--- config.mk ---
export PLATFORM = sky130hd
export DESIGN_NAME = urs_uart
export DESIGN_NICKNAME = d
export VERILOG_FILES = /design/src/urs_pkg.sv /design/src/urs_uart.sv
export SDC_FILE = /design/constraint.sdc
export NUM_CORES = 1
export LEC_CHECK = 0
export BUFFER_PORTS_ARGS = -buffer_cell sky130_fd_sc_hd__buf_2
export CELL_PAD_IN_SITES_DETAIL_PLACEMENT = 1
export CELL_PAD_IN_SITES_GLOBAL_PLACEMENT = 1
export CORE_MARGIN = 2
export CORE_UTILIZATION = 46
export DETAILED_ROUTE_END_ITERATION = 8
export PLACE_DENSITY_LB_ADDON = 0.2
export SETUP_SLACK_MARGIN = 0.15
export SLEW_MARGIN = 20
export SYNTH_ARGS = -nofsm -noshare
export SYNTH_HDL_FRONTEND = slang
export SYNTH_SLANG_ARGS = --single-unit
export TNS_END_PERCENT = 30
--- constraint.sdc ---
create_clock -name clk_in -period 5.2 [get_ports clk_in]
set_clock_uncertainty 0.15 [all_clocks]
set_input_delay 0.52 -clock clk_in [delete_from_list [all_inputs] [get_ports clk_in]]
set_output_delay 0.52 -clock clk_in [all_outputs]
set_load 0.005 [all_outputs]
--- src/urs_pkg.sv ---
// Register map, field positions and codes of the serial transceiver
// Function
// - Falling edge while idle starts tick counting
// - Ticks count down from 16, 15 or 14
// - Vote of samples at ticks 8, 7, 6
// - Start bit voted 1 abandons the frame
// - Filter setting picks rejected pulse width
// - Buffer write sets full, frame is shifted out
// - Transfer start clears full, pulses transmit request
// - Newer buffer write replaces unsent byte
// - Line idles high, low in infrared mode
// - Good frame loads buffer, sets full, requests
// - Parity mismatch sets parity flag, requests
// - Stop bit 0 sets framing flag, requests
// - Overrun keeps old byte, sets flag, requests
// - Frames during overrun dropped without request
// - Errors of dropped frames set no flags
// - Buffer read clears flags armed by status read
// - Buffer read at parity clear returns the byte
// - Busy clears on idle end, sets on restart
// - Tick is divisor plus one base periods
// - Bit length select encodes 16/16-17/15/15-16/17
package urs_pkg;
    localparam int unsigned ADDR_W      = 5;
    localparam logic [4:0]  OFS_CTRL1   = 5'h00;
    localparam logic [4:0]  OFS_CTRL2   = 5'h04;
    localparam logic [4:0]  OFS_DIVISOR = 5'h08;
    localparam logic [4:0]  OFS_STATUS  = 5'h0c;
    localparam logic [4:0]  OFS_TXBUF   = 5'h10;
    localparam logic [4:0]  OFS_RXBUF   = 5'h14;
    // Control register 1 fields
    localparam int unsigned CR1_TX_EN   = 0;
    localparam int unsigned CR1_RX_EN   = 1;
    localparam int unsigned CR1_PAR_EN  = 2;
    localparam int unsigned CR1_PAR_ODD = 3;
    localparam int unsigned CR1_STOP2   = 4;
    localparam int unsigned CR1_IR_SEL  = 5;
    localparam int unsigned CR1_BASE_LO = 6;
    // Control register 2 fields
    localparam int unsigned CR2_LEN_LO  = 0;
    localparam int unsigned CR2_FLT_LO  = 3;
    localparam int unsigned CR2_LOWPWR  = 5;
    // Status register fields, receive flags first
    localparam int unsigned ST_RX_FULL  = 0;
    localparam int unsigned ST_PARITY_ERROR_FLAG     = 1;
    localparam int unsigned ST_FRAMING_ERROR_FLAG     = 2;
    localparam int unsigned ST_OVR      = 3;
    localparam int unsigned ST_TX_BUSY  = 4;
    localparam int unsigned ST_TX_FULL  = 5;
    localparam logic [7:0]  CR1_RESET   = 8'h00;
    localparam logic [7:0]  CR2_RESET   = 8'h00;
    localparam logic [7:0]  DIV_RESET   = 8'h00;
    // Bit length select codes, tick count tops
    localparam logic [2:0]  LEN_16      = 3'h0;
    localparam logic [2:0]  LEN_16_17   = 3'h1;
    localparam logic [2:0]  LEN_15      = 3'h2;
    localparam logic [2:0]  LEN_15_16   = 3'h3;
    localparam logic [2:0]  LEN_17      = 3'h4;
    localparam logic [4:0]  SAMPLE_HI   = 5'h08;
    localparam logic [4:0]  SAMPLE_LO   = 5'h06;
    localparam logic [3:0]  IDX_LAST_D  = 4'h8;
    localparam logic [1:0]  RESP_OKAY   = 2'h0;
    localparam logic [1:0]  RESP_SLVERR = 2'h2;
    typedef enum logic [1:0] {URS_FLT_OFF, URS_FLT_1, URS_FLT_2, URS_FLT_4}
        urs_filter_t;
endpackage

--- src/urs_uart.sv ---
// Serial transceiver with AXI4-Lite register slave
module urs_uart #(
    parameter int unsigned DIV_W = 8
) (
    input  wire logic                       clk_in,           // 40 MHz
    input  wire logic                       reset_in,         // Async, high
    input  wire logic [urs_pkg::ADDR_W-1:0] s_axi_awaddr_in,  // Write addr
    input  wire logic                       s_axi_awvalid_in, // Addr valid
    output logic                            s_axi_awready_out,// Addr ready
    input  wire logic [31:0]                s_axi_wdata_in,   // Write data
    input  wire logic [3:0]                 s_axi_wstrb_in,   // Byte lanes
    input  wire logic                       s_axi_wvalid_in,  // Data valid
    output logic                            s_axi_wready_out, // Data ready
    output logic [1:0]                      s_axi_bresp_out,  // Write resp
    output logic                            s_axi_bvalid_out, // Resp valid
    input  wire logic                       s_axi_bready_in,  // Resp ready
    input  wire logic [urs_pkg::ADDR_W-1:0] s_axi_araddr_in,  // Read addr
    input  wire logic                       s_axi_arvalid_in, // Addr valid
    output logic                            s_axi_arready_out,// Addr ready
    output logic [31:0]                     s_axi_rdata_out,  // Read data
    output logic [1:0]                      s_axi_rresp_out,  // Read resp
    output logic                            s_axi_rvalid_out, // Data valid
    input  wire logic                       s_axi_rready_in,  // Data ready
    input  wire logic                       rx_line_in,       // Serial in
    output logic                            tx_line_out,      // Serial out
    output logic                            tx_irq_out,       // Tx pulse
    output logic                            rx_irq_out        // Rx pulse
);
    import urs_pkg::*;

    localparam int unsigned CNT_W = DIV_W + 3;

    if (DIV_W < 1 || DIV_W > 8) begin : g_bad_div
        $error("urs_uart: DIV_W must lie in 1..8");
    end

    function automatic logic [4:0] bit_top(input logic [2:0] sel,
                                           input logic [3:0] idx);
        logic odd;
        odd = idx[0];
        unique case (sel)
            LEN_16:    bit_top = 5'h0f;
            LEN_16_17: bit_top = odd ? 5'h10 : 5'h0f;
            LEN_15:    bit_top = 5'h0e;
            LEN_15_16: bit_top = odd ? 5'h0f : 5'h0e;
            LEN_17:    bit_top = 5'h10;
            default:   bit_top = 5'h0f;
        endcase
    endfunction

    // Register file
    logic [7:0]       ctrl1;
    logic [7:0]       ctrl2;
    logic [DIV_W-1:0] divisor;
    logic [3:0]       rx_flags;
    logic [3:0]       rx_armed;
    logic [7:0]       rx_data;
    logic             tx_full;
    logic             tx_busy;
    logic [7:0]       tx_hold;

    // Bus slave state
    logic             aw_held;
    logic             w_held;
    logic [ADDR_W-1:0] aw_addr;
    logic [31:0]      w_data;
    logic [3:0]       w_strb;

    wire tx_en    = ctrl1[CR1_TX_EN];
    wire rx_en    = ctrl1[CR1_RX_EN];
    wire par_en   = ctrl1[CR1_PAR_EN];
    wire par_odd  = ctrl1[CR1_PAR_ODD];
    wire stop2    = ctrl1[CR1_STOP2];
    wire ir_sel   = ctrl1[CR1_IR_SEL];
    wire [1:0] base_sel = ctrl1[CR1_BASE_LO +: 2];
    wire [2:0] len_sel  = ctrl2[CR2_LEN_LO +: 3];
    wire [1:0] flt_sel  = ctrl2[CR2_FLT_LO +: 2];
    wire low_power      = ctrl2[CR2_LOWPWR];

    // Bus decode
    wire aw_fire  = s_axi_awvalid_in & s_axi_awready_out;
    wire w_fire   = s_axi_wvalid_in & s_axi_wready_out;
    wire wr_do    = aw_held & w_held & ~s_axi_bvalid_out;
    wire wr_lane0 = wr_do & w_strb[0];
    wire ar_fire  = s_axi_arvalid_in & s_axi_arready_out;
    wire wr_map   = aw_addr == OFS_CTRL1 || aw_addr == OFS_CTRL2 ||
                    aw_addr == OFS_DIVISOR || aw_addr == OFS_STATUS ||
                    aw_addr == OFS_TXBUF || aw_addr == OFS_RXBUF;
    wire rd_map   = s_axi_araddr_in == OFS_CTRL1 ||
                    s_axi_araddr_in == OFS_CTRL2 ||
                    s_axi_araddr_in == OFS_DIVISOR ||
                    s_axi_araddr_in == OFS_STATUS ||
                    s_axi_araddr_in == OFS_TXBUF ||
                    s_axi_araddr_in == OFS_RXBUF;
    wire status_rd = ar_fire & (s_axi_araddr_in == OFS_STATUS);
    wire rxbuf_rd  = ar_fire & (s_axi_araddr_in == OFS_RXBUF);
    wire tx_wr     = wr_lane0 & (aw_addr == OFS_TXBUF) & tx_en;
    wire [7:0] status_val = {2'h0, tx_full, tx_busy, rx_flags};
    // Buffer read that clears a parity flag returns the byte anyway
    wire [7:0] rd_byte =
        (s_axi_araddr_in == OFS_CTRL1)   ? ctrl1 :
        (s_axi_araddr_in == OFS_CTRL2)   ? ctrl2 :
        (s_axi_araddr_in == OFS_DIVISOR) ? 8'(divisor) :
        (s_axi_araddr_in == OFS_STATUS)  ? status_val :
        (s_axi_araddr_in == OFS_RXBUF)   ? rx_data : 8'h00;

    always_ff @(posedge clk_in or posedge reset_in) begin
        if (reset_in) begin
            s_axi_awready_out <= 1'b1;
            s_axi_wready_out  <= 1'b1;
            aw_held           <= 1'b0;
            w_held            <= 1'b0;
            aw_addr           <= '0;
            w_data            <= 32'h0;
            w_strb            <= 4'h0;
        end else begin
            if (aw_fire) begin
                aw_held           <= 1'b1;
                aw_addr           <= s_axi_awaddr_in;
                s_axi_awready_out <= 1'b0;
            end
            if (w_fire) begin
                w_held           <= 1'b1;
                w_data           <= s_axi_wdata_in;
                w_strb           <= s_axi_wstrb_in;
                s_axi_wready_out <= 1'b0;
            end
            if (wr_do) begin
                aw_held <= 1'b0;
                w_held  <= 1'b0;
            end
            if (s_axi_bvalid_out && s_axi_bready_in) begin
                s_axi_awready_out <= 1'b1;
                s_axi_wready_out  <= 1'b1;
            end
        end
    end

    always_ff @(posedge clk_in or posedge reset_in) begin
        if (reset_in) begin
            s_axi_bvalid_out <= 1'b0;
            s_axi_bresp_out  <= RESP_OKAY;
        end else if (wr_do) begin
            s_axi_bvalid_out <= 1'b1;
            s_axi_bresp_out  <= wr_map ? RESP_OKAY : RESP_SLVERR;
        end else if (s_axi_bready_in) begin
            s_axi_bvalid_out <= 1'b0;
        end
    end

    always_ff @(posedge clk_in or posedge reset_in) begin
        if (reset_in) begin
            s_axi_arready_out <= 1'b1;
            s_axi_rvalid_out  <= 1'b0;
            s_axi_rdata_out   <= 32'h0;
            s_axi_rresp_out   <= RESP_OKAY;
        end else if (ar_fire) begin
            s_axi_arready_out <= 1'b0;
            s_axi_rvalid_out  <= 1'b1;
            s_axi_rdata_out   <= {24'h0, rd_byte};
            s_axi_rresp_out   <= rd_map ? RESP_OKAY : RESP_SLVERR;
        end else if (s_axi_rvalid_out && s_axi_rready_in) begin
            s_axi_arready_out <= 1'b1;
            s_axi_rvalid_out  <= 1'b0;
        end
    end

    always_ff @(posedge clk_in or posedge reset_in) begin
        if (reset_in) begin
            ctrl1   <= CR1_RESET;
            ctrl2   <= CR2_RESET;
            divisor <= DIV_RESET[DIV_W-1:0];
        end else if (wr_lane0) begin
            if (aw_addr == OFS_CTRL1)   ctrl1   <= w_data[7:0];
            if (aw_addr == OFS_CTRL2)   ctrl2   <= w_data[7:0];
            if (aw_addr == OFS_DIVISOR) divisor <= w_data[DIV_W-1:0];
        end
    end

    // Base clock prescaler and oversample tick
    logic [2:0]       pre_cnt;
    logic [DIV_W-1:0] div_cnt;
    logic             tick;
    wire [2:0] pre_top = 3'((4'h1 << base_sel) - 4'h1);
    wire base_en = (pre_cnt == pre_top);
    always_ff @(posedge clk_in or posedge reset_in) begin
        if (reset_in) begin
            pre_cnt <= 3'h0;
            div_cnt <= '0;
            tick    <= 1'b0;
        end else begin
            pre_cnt <= base_en ? 3'h0 : pre_cnt + 3'h1;
            tick    <= base_en && div_cnt == divisor;
            if (base_en) div_cnt <= (div_cnt == divisor) ? '0 : div_cnt + 1'b1;
        end
    end

    // Receive line: synchroniser, filter, edge detect
    logic rx_meta;
    logic rx_sync;
    logic rx_filt;
    logic rx_prev;
    logic [CNT_W-1:0] flt_cnt;
    wire [CNT_W-1:0] flt_unit  = CNT_W'(divisor) + CNT_W'(1);
    wire [CNT_W-1:0] flt_limit =
        (flt_sel == URS_FLT_1) ? flt_unit :
        (flt_sel == URS_FLT_2) ? CNT_W'(flt_unit << 1) :
                                 CNT_W'(flt_unit << 2);
    wire flt_pass = (flt_sel == URS_FLT_OFF) ||
                    (base_en && flt_cnt + CNT_W'(1) >= flt_limit);
    wire rx_fall  = rx_prev & ~rx_filt;
    always_ff @(posedge clk_in or posedge reset_in) begin
        if (reset_in) begin
            rx_meta <= 1'b1;
            rx_sync <= 1'b1;
            rx_filt <= 1'b1;
            rx_prev <= 1'b1;
            flt_cnt <= '0;
        end else begin
            rx_meta <= rx_line_in;
            rx_sync <= rx_meta;
            rx_prev <= rx_filt;
            // Level must stay changed for the whole rejection time
            if (rx_sync == rx_filt) begin
                flt_cnt <= '0;
            end else if (flt_pass) begin
                rx_filt <= rx_sync;
                flt_cnt <= '0;
            end else if (base_en) begin
                flt_cnt <= flt_cnt + CNT_W'(1);
            end
        end
    end

    // Receiver
    logic       rx_active;
    logic [4:0] rx_cnt;
    logic [3:0] rx_idx;
    logic [2:0] rx_votes;
    logic [7:0] rx_shift;
    logic       rx_parity_error_flag_acc;
    logic       rx_framing_error_flag_acc;
    logic       rx_discard;
    wire maj = (rx_votes[0] & rx_votes[1]) | (rx_votes[0] & rx_votes[2]) |
               (rx_votes[1] & rx_votes[2]);
    wire rx_sample = tick & rx_active & rx_cnt <= SAMPLE_HI &
                     rx_cnt >= SAMPLE_LO;
    wire rx_end_bit = tick & rx_active & (rx_cnt == 5'h00);
    wire [3:0] rx_last = IDX_LAST_D + 4'h1 + {3'h0, par_en} + {3'h0, stop2};
    wire rx_start   = ~rx_active & rx_en & rx_fall;
    wire rx_abort   = rx_end_bit & (rx_idx == 4'h0) & maj;
    wire data_done  = rx_end_bit & (rx_idx == IDX_LAST_D);
    wire frame_done = rx_end_bit & (rx_idx == rx_last);
    wire is_par_bit = par_en & (rx_idx == IDX_LAST_D + 4'h1);
    wire framing_error_flag_now   = rx_framing_error_flag_acc | ~maj;
    wire rx_load    = frame_done & ~rx_discard;
    wire ovr_new    = data_done & rx_flags[ST_RX_FULL] &
                      ~rx_flags[ST_OVR];
    wire [3:0] rx_set = {ovr_new, rx_load & framing_error_flag_now,
                         rx_load & rx_parity_error_flag_acc, rx_load};

    always_ff @(posedge clk_in or posedge reset_in) begin
        if (reset_in) begin
            rx_active   <= 1'b0;
            rx_cnt      <= 5'h00;
            rx_idx      <= 4'h0;
            rx_votes    <= 3'h7;
            rx_shift    <= 8'h00;
            rx_parity_error_flag_acc <= 1'b0;
            rx_framing_error_flag_acc <= 1'b0;
            rx_discard  <= 1'b0;
        end else if (!rx_en || rx_abort || frame_done) begin
            rx_active <= 1'b0;
        end else if (rx_start) begin
            rx_active   <= 1'b1;
            rx_cnt      <= bit_top(len_sel, 4'h0);
            rx_idx      <= 4'h0;
            rx_parity_error_flag_acc <= 1'b0;
            rx_framing_error_flag_acc <= 1'b0;
        end else if (rx_end_bit) begin
            rx_cnt <= bit_top(len_sel, rx_idx + 4'h1);
            rx_idx <= rx_idx + 4'h1;
            if (rx_idx != 4'h0 && rx_idx <= IDX_LAST_D)
                rx_shift <= {maj, rx_shift[7:1]};
            if (data_done)
                rx_discard <= rx_flags[ST_RX_FULL] | rx_flags[ST_OVR];
            if (is_par_bit)
                rx_parity_error_flag_acc <= maj ^ (^rx_shift) ^ par_odd;
            else if (rx_idx > IDX_LAST_D)
                rx_framing_error_flag_acc <= framing_error_flag_now;
        end else if (tick && rx_active) begin
            rx_cnt <= rx_cnt - 5'h01;
            if (rx_sample) rx_votes <= {rx_votes[1:0], rx_filt};
        end
    end

    always_ff @(posedge clk_in or posedge reset_in) begin
        if (reset_in) begin
            rx_data    <= 8'h00;
            rx_irq_out <= 1'b0;
        end else begin
            if (rx_load) rx_data <= rx_shift;
            rx_irq_out <= rx_load | ovr_new;
        end
    end

    // Receive flags: set wins, clear only if armed by status read
    for (genvar i = 0; i < 4; i++) begin : g_flag
        always_ff @(posedge clk_in or posedge reset_in) begin
            if (reset_in) begin
                rx_flags[i] <= 1'b0;
                rx_armed[i] <= 1'b0;
            end else begin
                rx_flags[i] <= rx_set[i] |
                               (rx_flags[i] & ~(rxbuf_rd & rx_armed[i]));
                if (status_rd)
                    rx_armed[i] <= rx_flags[i];
                else if (rxbuf_rd)
                    rx_armed[i] <= 1'b0;
            end
        end
    end

    // Transmitter
    logic       tx_cnt_run;
    logic [4:0] tx_cnt;
    logic [3:0] tx_idx;
    logic [7:0] tx_data;
    wire tx_run = tx_en & ~low_power;
    wire [3:0] tx_last = IDX_LAST_D + 4'h1 + {3'h0, par_en} + {3'h0, stop2};
    wire tx_end  = tick & tx_busy & (tx_cnt == 5'h00) & (tx_idx == tx_last);
    wire tx_load = tx_run & tx_full & (~tx_busy | tx_end);
    wire tx_bit  =
        (tx_idx == 4'h0)       ? 1'b0 :
        (tx_idx <= IDX_LAST_D) ? tx_data[3'(tx_idx - 4'h1)] :
        (par_en && tx_idx == IDX_LAST_D + 4'h1) ? (^tx_data) ^ par_odd :
                                 1'b1;
    // Infrared sends a high pulse in the first three ticks of each 0
    wire ir_pulse = ~tx_bit & (tx_cnt + 5'h03 > bit_top(len_sel, tx_idx));
    wire next_tx_line = (!tx_run || !tx_busy) ? ~ir_sel :
                        ir_sel ? ir_pulse : tx_bit;

    always_ff @(posedge clk_in or posedge reset_in) begin
        if (reset_in) begin
            tx_full <= 1'b0;
            tx_hold <= 8'h00;
        end else begin
            if (tx_wr) tx_hold <= w_data[7:0];
            tx_full <= tx_wr | (tx_full & ~tx_load);
        end
    end

    always_ff @(posedge clk_in or posedge reset_in) begin
        if (reset_in) begin
            tx_busy    <= 1'b0;
            tx_cnt_run <= 1'b0;
            tx_cnt     <= 5'h00;
            tx_idx     <= 4'h0;
            tx_data    <= 8'h00;
        end else if (!tx_run) begin
            tx_busy <= 1'b0;
        end else if (tx_load) begin
            tx_busy <= 1'b1;
            tx_data <= tx_hold;
            tx_idx  <= 4'h0;
            tx_cnt  <= bit_top(len_sel, 4'h0);
        end else if (tx_end) begin
            tx_busy <= 1'b0;
        end else if (tick && tx_busy) begin
            if (tx_cnt == 5'h00) begin
                tx_idx <= tx_idx + 4'h1;
                tx_cnt <= bit_top(len_sel, tx_idx + 4'h1);
            end else begin
                tx_cnt <= tx_cnt - 5'h01;
            end
        end
    end

    always_ff @(posedge clk_in or posedge reset_in) begin
        if (reset_in) begin
            tx_line_out <= 1'b1;
            tx_irq_out  <= 1'b0;
        end else begin
            tx_line_out <= next_tx_line;
            tx_irq_out  <= tx_load;
        end
    end

    a_start_count: assert property (@(posedge clk_in) disable iff (reset_in)
        rx_start |=> rx_active && rx_cnt == bit_top($past(len_sel), 4'h0)
    ) else $error("start did not load the first bit length");
    a_start_abort: assert property (@(posedge clk_in) disable iff (reset_in)
        rx_abort |=> !rx_active && !rx_irq_out
    ) else $error("false start bit did not abandon frame");
    a_sample_window: assert property (@(posedge clk_in) disable iff (reset_in)
        rx_sample |-> rx_cnt inside {5'h06, 5'h07, 5'h08}
    ) else $error("sample outside ticks 8 to 6");
    a_rx_irq_pulse: assert property (@(posedge clk_in) disable iff (reset_in)
        rx_irq_out |=> !rx_irq_out
    ) else $error("receive request longer than one cycle");
    a_overrun_keep: assert property (@(posedge clk_in) disable iff (reset_in)
        ovr_new |=> rx_flags[ST_OVR] && rx_irq_out ##1 $stable(rx_data)
    ) else $error("overrun did not flag or changed the buffer");
    a_silent_drop: assert property (@(posedge clk_in) disable iff (reset_in)
        (frame_done && rx_discard) |=> !rx_irq_out && $stable(rx_data)
    ) else $error("discarded frame raised request");
    a_flag_hold: assert property (@(posedge clk_in) disable iff (reset_in)
        (rxbuf_rd && !rx_armed[ST_RX_FULL] && rx_flags[ST_RX_FULL])
        |=> rx_flags[ST_RX_FULL]
    ) else $error("unarmed full flag cleared");
    a_tx_start: assert property (@(posedge clk_in) disable iff (reset_in)
        (tx_load && !tx_wr) |=> !tx_full && tx_busy && tx_irq_out
    ) else $error("transfer start did not clear full");
    a_tx_idle: assert property (@(posedge clk_in) disable iff (reset_in)
        !tx_run |=> tx_line_out == !$past(ir_sel)
    ) else $error("disabled line not at idle level");
    a_busy_end: assert property (@(posedge clk_in) disable iff (reset_in)
        (tx_end && !tx_full) |=> !tx_busy
    ) else $error("busy did not clear at end");
endmodule

==> key figures, run 1 <==
Setup path
  – CP max stage cell: dfrtp_1
  – Crit Path Class: flip-flop to flip-flop
  – CP Depth: 14
  – CP Capture Type: flip-flop
  – CP bufs+invs: 0
  – Most frequent CP cell: a21o_1
  – Critical-path cell list: ha_1 > nand3_1 > nor2_1 > xnor2_1 > nor2b_1 > a211oi_1 > a21oi_1 > ha_1 > a21o_1 > a21o_1 > a21o_1 > nor3_1 > o21ai_1 > o31ai_1
  – R2r worst-path depth: 14
  – Max incr delay on CP: 0.54 ns
  – Element type at the critical path start: flip-flop
  – Crit path required time: 5.38 ns
  – Crit path max-delay family: compound AO/OA/AOI/OAI gates
  – CP Max Fanout: 10
  – WP data arrival: 4.05 ns

Synthesis
  – Post-synthesis mux area share: 10.3%
  – Fraction of registers with async set or reset after synthesis: 100%
  – Yosys warnings: 0
  – Synthesized-area fraction occupied by adder cells: 4.52%
  – Commonest register cell after synthesis: dfrtp_1
  – Seq/Total Area, Yosys: 44.8%
  – Synth Area in Compound Gates: 13.9%
  – Post-Synthesis Cell Area: 8520 um^2
  – Largest family of logic cells by synthesized area: simple AND/OR/NAND/NOR gates
  – Post-synth cell types: 70
  – Number of synthesized register bits: 152
  – Mapped Cells: 855
  – Avg Cell Area, Syn: 9.97 um^2
  – XOR/XNOR share of the synthesized area: 5.55%
  – Post-Synth Simple-Gate Area: 15.7%
  – EDFF count, synth: 0

Run status
  – Outcome: complete, but fails checks
  – Failing checks: design-rule violations

Floorplanning
  – Die height: 140 um
  – IO Count: 98
  – Row cnt: 49
  – Die width: 140 um
  – Die area: 19600 um^2
  – Core Region: 18100 um^2
  – Initial Util: 47.1%

Drt
  – Vias/cell: 5.69
  – Via Count: 6428
  – TritonRoute pass-1 iters: 9
  – DRC viols: 3
  – Initial DRC count: 294
  – DR WL/cell: 18.8 um
  – Wirelength, routed: 21200 um
  – Post-DRT Antenna Nets: 0

Place
  – Worst slack, placed: 1.37 ns
  – Final Wtd Congestion: 0.833
  – Post-detail-place hpwl: 15400 um
  – Port Buffer Count: 44

Timing
  – RSZ-0062 raised after global routing: false
  – Hold Vio Cnt, Final: 0
  – Max-slew violation count: 0
  – Worst slew pin tran: 0.977 ns
  – Setup_tns: 0 ns
  – Slew HR: 34.4%
  – # setup viols final: 0
  – Slack of the critical path: 1.32 ns
  – Fmax: 258 MHz
  – Fin crit share: 74.5%
  – Final Critical Period: 3.88 ns

Global route
  – Largest net degree at the start of global routing: 109
  – First-pass GRT wire length: 35700 um
  – GRT overflow: 0
  – Total GRT Usage: 22.7%
  – Initial antenna violation count: 0
  – Vias in the first global route: 6920

Clock network
  – H-tree depth: 4
  – CTS Buf Count: 17
  – TritonCTS clock tree: done
  – CTS Root Cell: clkbuf_16
  – Skew-Pair Late Insertion Delay: 0.43 ns
  – Post CTS Setup Buffer Count: 0
  – Clock sink total: 152
  – Clock slew at reported path FFs: 0.06 ns
  – Post-cts gate resize count: 0
  – Clk buf depth: 2
  – Cts hold-fix bufs: 0

Flow run
  – Max Cap Viol: 0

Pwr
  – Internal Power: 2540 uW
  – Sw Pwr: 1310 uW
  – Sw frac: 34.0%
  – Sequential power share: 42.5%
  – LEAKAGE: 0.00433 uW
  – Combinational Power Share: 22.8%
  – Worst vdd ir: 0.000255 V
  – Clock Power Share: 34.7%
  – Pwr Density: 406 nW/um^2

Worst hold path
  – Worst hold path type: primary input to flip-flop
  – Hold Crit Depth: 1

Final layout
  – Commonest non-fill, non-tap cell in the layout: dfrtp_1
  – Share of post-route cells with drive strength above 1: 19.5%
  – Area grow syn2layout: 11.2%
  – Final #Nets: 972
  – # diodes: 0
  – Most frequent cells in the layout: 141 x dfrtp_1, 99 x nand2_1, 72 x o21ai_0
  – FILL cells: 2017
==> per-layer routing <==
layer / part of all wire, % / global-route usage (%)
met1: 45 / 28.5
met2: 51 / 40.1
met3: 3.0 / 4.62
met4: 1.2 / 6.33
met5: 0 / 0
==> Yosys cell counts, types with 6 or more instances <==
master | count | area share, %
mux2i_1 | 7 | 0.82
a21oi_1 | 34 | 2.0
nand2b_1 | 14 | 1.0
o21ai_0 | 72 | 4.2
dfstp_2 | 11 | 3.4
and3_1 | 10 | 0.73
ha_1 | 30 | 4.4
xnor2_1 | 38 | 3.9
xor2_1 | 16 | 1.6
inv_1 | 28 | 1.2
dfrtp_1 | 141 | 41
a21o_1 | 10 | 0.88
nand2_1 | 99 | 4.4
nand4_1 | 7 | 0.51
nor2b_1 | 10 | 0.73
mux2_2 | 68 | 9.0
a22oi_1 | 7 | 0.62
clkbuf_1 | 27 | 1.2
a22o_1 | 10 | 1.0
nand3_1 | 35 | 2.1
buf_4 | 26 | 2.3
nor3_1 | 19 | 1.1
nor2_1 | 36 | 1.6
o211ai_1 | 6 | 0.53
==> cells by family after synthesis <==
| kind of cell | after synthesis |
|---|---|
| simple gates | 267 |
| compound gates | 185 |
| flops | 152 |
| buf+inv | 88 |
| mux | 77 |
| xor+xnor | 54 |
| fa+ha+maj | 31 |
| other cells | 1 |
==> state kept, by name, summed over array words and instances (netlist names), 3 cells and up <==
register / flops
ctrl1: 8
rx_votes: 3
div_cnt: 8
rx_shift: 8
ctrl2: 8
aw_addr: 5
rx_armed: 4
tx_cnt: 5
pre_cnt: 3
tx_data: 8
s_axi_rdata_out: 8
rx_idx: 4
rx_flags: 4
flt_cnt: 11
tx_idx: 4
rx_cnt: 5
tx_hold: 8
divisor: 8
w_data: 8
rx_data: 8
==> area by class of cell <==
class,count,area [um^2],share of cell area [%]
Timing Repair Buffer,49,258,2.72
Inverter,28,110,1.16
Clock buffer,19,443,4.67
Tap cell,229,287,3.02
Multi-Input combinational cell,640,4380,46.2
Clock inverter,13,189,1.99
Sequential cell,152,3820,40.3
==> metrics by stage <==
stage	power (uW)	hold slack, ns	utilization, %	instance area (um^2)	instances
final	3850	0.0418	52.4	9480	1130
after global placement	2450	0.201	48.8	8830	1098
after floorplan	2200	0.195	-	8620	880
after CTS	3870	0.0264	52.3	9460	1130
after detailed placement	2520	0.201	48.8	8830	1098
after global routing	4060	0.0224	52.4	9480	1130
==> path summary, 6_finish.rpt <==
kind / slack [ns] / endpoint / start
worst min register to register: 0.21 / rx_sync / rx_meta
worst min-delay path: 0.04 / rx_meta / rx_line_in
worst max register to register: 1.32 / flt_cnt[0] / divisor[0]
worst max-delay path: 1.32 / flt_cnt[0] / divisor[0]
min in group asynchronous: 0.14 / s_axi_rdata_out[6] / reset_in
max in group asynchronous: 3.57 / ctrl2[5] / reset_in
==> worst reg2reg max path: cells and delay by family (launching register included) <==
| family | cells | cell delay (ns) |
|---|---|---|
| XOR/XNOR | 1 | 0.11 |
| flip-flops | 1 | 0.54 |
| adder cells (fa/ha/maj) | 2 | 0.57 |
| AND/OR/NAND/NOR | 4 | 0.86 |
| AO/OA/AOI/OAI | 7 | 1.56 |
==> power groups by stage <==
| stage | logic (uW) | clock network, uW | registers, uW |
|---|---|---|---|
| floorplan | 701 | 0 | 1500 |
| global placement | 821 | 0 | 1630 |
| detailed placement | 871 | 0 | 1650 |
| CTS | 882 | 1360 | 1630 |
| global route | 991 | 1410 | 1670 |
| finish | 876 | 1340 | 1640 |
Power figures use the tool's default switching activity.
==> run 2, diff against run 1 <==
==> constraint.sdc (replaced) <==
create_clock -name clk_in -period 3.7 [get_ports clk_in]
set_clock_uncertainty 0.15 [all_clocks]
set_input_delay 0.37 -clock clk_in [delete_from_list [all_inputs] [get_ports clk_in]]
set_output_delay 0.37 -clock clk_in [all_outputs]
set_load 0.005 [all_outputs]
==> run 2 against run 1 <==
The run still ends with design-rule violations left. Critical path type unchanged. Global-route usage up 0.49 points. Die area unchanged. Sequential power up 38%.
==> key figures, run 2 (synthesized netlist as in run 1, its figures left out) <==
Run status
  – Outcome: complete, but fails checks
  – Failing checks: design-rule violations

Final layout
  – Final #Nets: 988 (+1.6%)
  – Commonest non-fill, non-tap cell in the layout: dfrtp_1
  – Reg with most FFs: flt_cnt
  – FILL cells: 2024 (+0.35%)
  – Area grow syn2layout: 13.6%
  – # diodes: 0 (unchanged)
  – Share of post-route cells with drive strength above 1: 20.4% (+0.86 points)
  – Final core area utilization: 53.5% (+1.1 points)
  – Most frequent cells in the layout: 141 x dfrtp_1, 99 x nand2_1, 72 x o21ai_0
  – Max FFs per register: 11 (unchanged)

Timing
  – Final Critical Period: 3.33 ns (-0.550 ns)
  – Final hold slack: 0.0230 ns (-0.0187 ns)
  – Slack of the critical path: 0.375 ns (-0.950 ns)
  – RSZ-0062 raised after global routing: false
  – Fin crit share: 89.9% (+15 points)
  – Setup_tns: 0 ns (unchanged)
  – Max-slew violation count: 0 (unchanged)
  – Hold Vio Cnt, Final: 0 (unchanged)
  – Worst slew pin tran: 0.970 ns (-0.00770 ns)
  – # setup viols final: 0 (unchanged)
  – Fmax: 301 MHz (+17%)
  – Slew HR: 34.8% (+0.42 points)

Clock network
  – Clock sink total: 152 (unchanged)
  – TritonCTS clock tree: done
  – Skew-Pair Late Insertion Delay: 0.42 ns (about the same)
  – Clk buf depth: 2 (unchanged)
  – CTS Root Cell: clkbuf_16
  – H-tree depth: 4 (unchanged)
  – CTS Buf Count: 17 (unchanged)
  – Clock slew at reported path FFs: 0.06 ns (about the same)
  – Post CTS Setup Buffer Count: 0 (unchanged)

Global route
  – Vias in the first global route: 6874 (-0.66%)
  – GRT overflow: 0 (unchanged)
  – Initial antenna violation count: 0 (unchanged)
  – Largest net degree at the start of global routing: 123 (+13%)
  – First-pass GRT wire length: 36400 um (+2.0%)
  – Total GRT Usage: 23.2% (+0.49 points)

Floorplanning
  – Die width: 140 um (unchanged)
  – IO Count: 98 (unchanged)
  – Die height: 140 um (unchanged)
  – Initial Util: 47.1% (unchanged)
  – Row cnt: 49 (unchanged)
  – Core Region: 18100 um^2 (unchanged)
  – Die area: 19600 um^2 (unchanged)

Worst hold path
  – Worst hold path type: primary input to flip-flop
  – Hold Crit Depth: 2 (+1)

Place
  – Worst slack, placed: 0.224 ns (-1.15 ns)
  – Final Wtd Congestion: 0.861 (+3.4%)
  – Port Buffer Count: 44 (unchanged)
  – Post-detail-place hpwl: 15400 um (+0.54%)

Setup path
  – Crit Path Class: flip-flop to flip-flop
  – R2r endpoint: flt_cnt[2]
  – Element type at the critical path start: flip-flop
  – WP data arrival: 3.52 ns (-0.53 ns)
  – Worst R2R Start: flt_cnt[0]
  – R2r worst-path depth: 13 (-1)
  – CP Capture Type: flip-flop
  – Critical path launch point: flt_cnt[0]
  – Crit path required time: 3.89 ns (-1.49 ns)
  – CP Max Fanout: 6 (-4)
  – Worst reg2reg setup slack: 0.37 ns (-0.95 ns)
  – Worst setup endpoint: flt_cnt[2]

Pwr
  – LEAKAGE: 0.00442 uW (+2.3%)
  – Sw Pwr: 1820 uW (+39%)
  – Clock Power Share: 36.7% (+2.0 points)
  – Sequential power share: 40.3% (-2.2 points)
  – Sw frac: 32.5% (-1.5 points)
  – Internal Power: 3790 uW (+49%)
  – Worst vdd ir: 0.000419 V (+64%)
  – Pwr Density: 580 nW/um^2 (+43%)
  – Combinational Power Share: 23.0% (+0.2 points)

Flow run
  – Max Cap Viol: 0 (unchanged)

Drt
  – Vias/cell: 5.78 (+1.7%)
  – DR WL/cell: 19.0 um (+1.5%)
  – Wirelength, routed: 21800 um (+3.0%)
  – DRC viols: 1 (-2)
  – Post-DRT Antenna Nets: 0 (unchanged)
  – Initial DRC count: 377 (+28%)
  – TritonRoute pass-1 iters: 8 (-1)
  – Via Count: 6629 (+3.1%)
[run 2: cell count changes in the layout (fill, tap and decap cells not counted), sizes merged]
| cell | delta |
|---|---|
| dlygate4sd3 | +7 |
| inv | -4 |
| bufinv | +3 |
| clkbuf | +1 |
| buf | +9 |
[run 2: power by group through the flow]
stage,Clock [uW],Combinational [uW],Sequential [uW]
global route,2170,1460,2300
global placement,0,1190,2260
floorplan,0,985,2110
CTS,2090,1300,2260
detailed placement,0,1270,2290
finish,2060,1290,2260
[run 2: worst min path at each step]
stage	from	slack (ns)	end
floorplan	rx_meta	0.20	rx_sync
global placement	rx_meta	0.20	rx_sync
detailed placement	rx_meta	0.20	rx_sync
CTS	s_axi_awaddr_in[0]	0.01	aw_addr[0]
global route	s_axi_wdata_in[4]	0.01	w_data[4]
finish	s_axi_awaddr_in[0]	0.02	aw_addr[0]
[run 2: layer usage]
layer,global-route usage (%),vias to the layer above,routed length (um)
met2,40.8,115,11200
met1,29.6,3402,9640
met4,6.59,0,344
met5,0,-,0
li1,-,3079,-
met3,4.14,33,590
[run 2: final cells by class]
type	instances	area (um^2)	area share, %
Tap cell	229	287	2.96
Clock inverter	12	245	2.53
Sequential cell	152	3820	39.4
Multi-Input combinational cell	640	4370	45.1
Timing Repair Buffer	65	408	4.21
Inverter	28	109	1.12
Clock buffer	20	447	4.61
[run 2: critical path, stage by stage, from the launching register on]
cell and delay, ns:
dfrtp_1 0.44, ha_2 0.25, nand3_1 0.12, or2_2 0.39
nor2_1 0.17, xor2_1 0.24, ha_1 0.29, a21o_1 0.18
a21o_1 0.17, a21o_1 0.21, nor3_2 0.21, buf_4 0.17
o2111ai_1 0.12, o211ai_1 0.14
[run 2: what timing repair did]
item / in CTS / in global routing
hold buffers: 7 / 0
pin swaps: 0 / 1
hold endpoints to repair: 34 / 0
cloned: 0 / 0
gates resized for setup: 1 / 2
setup endpoints to repair: 2 / 10
[run 2: metrics by stage]
stage               total power (uW)  cells  cell area [um^2]
floorplan                       3100    880              8620
global placement                3460   1107              8910
detailed placement              3560   1107              8910
CTS                             5650   1146              9680
global route                    5920   1146              9680
finish                          5610   1146              9680
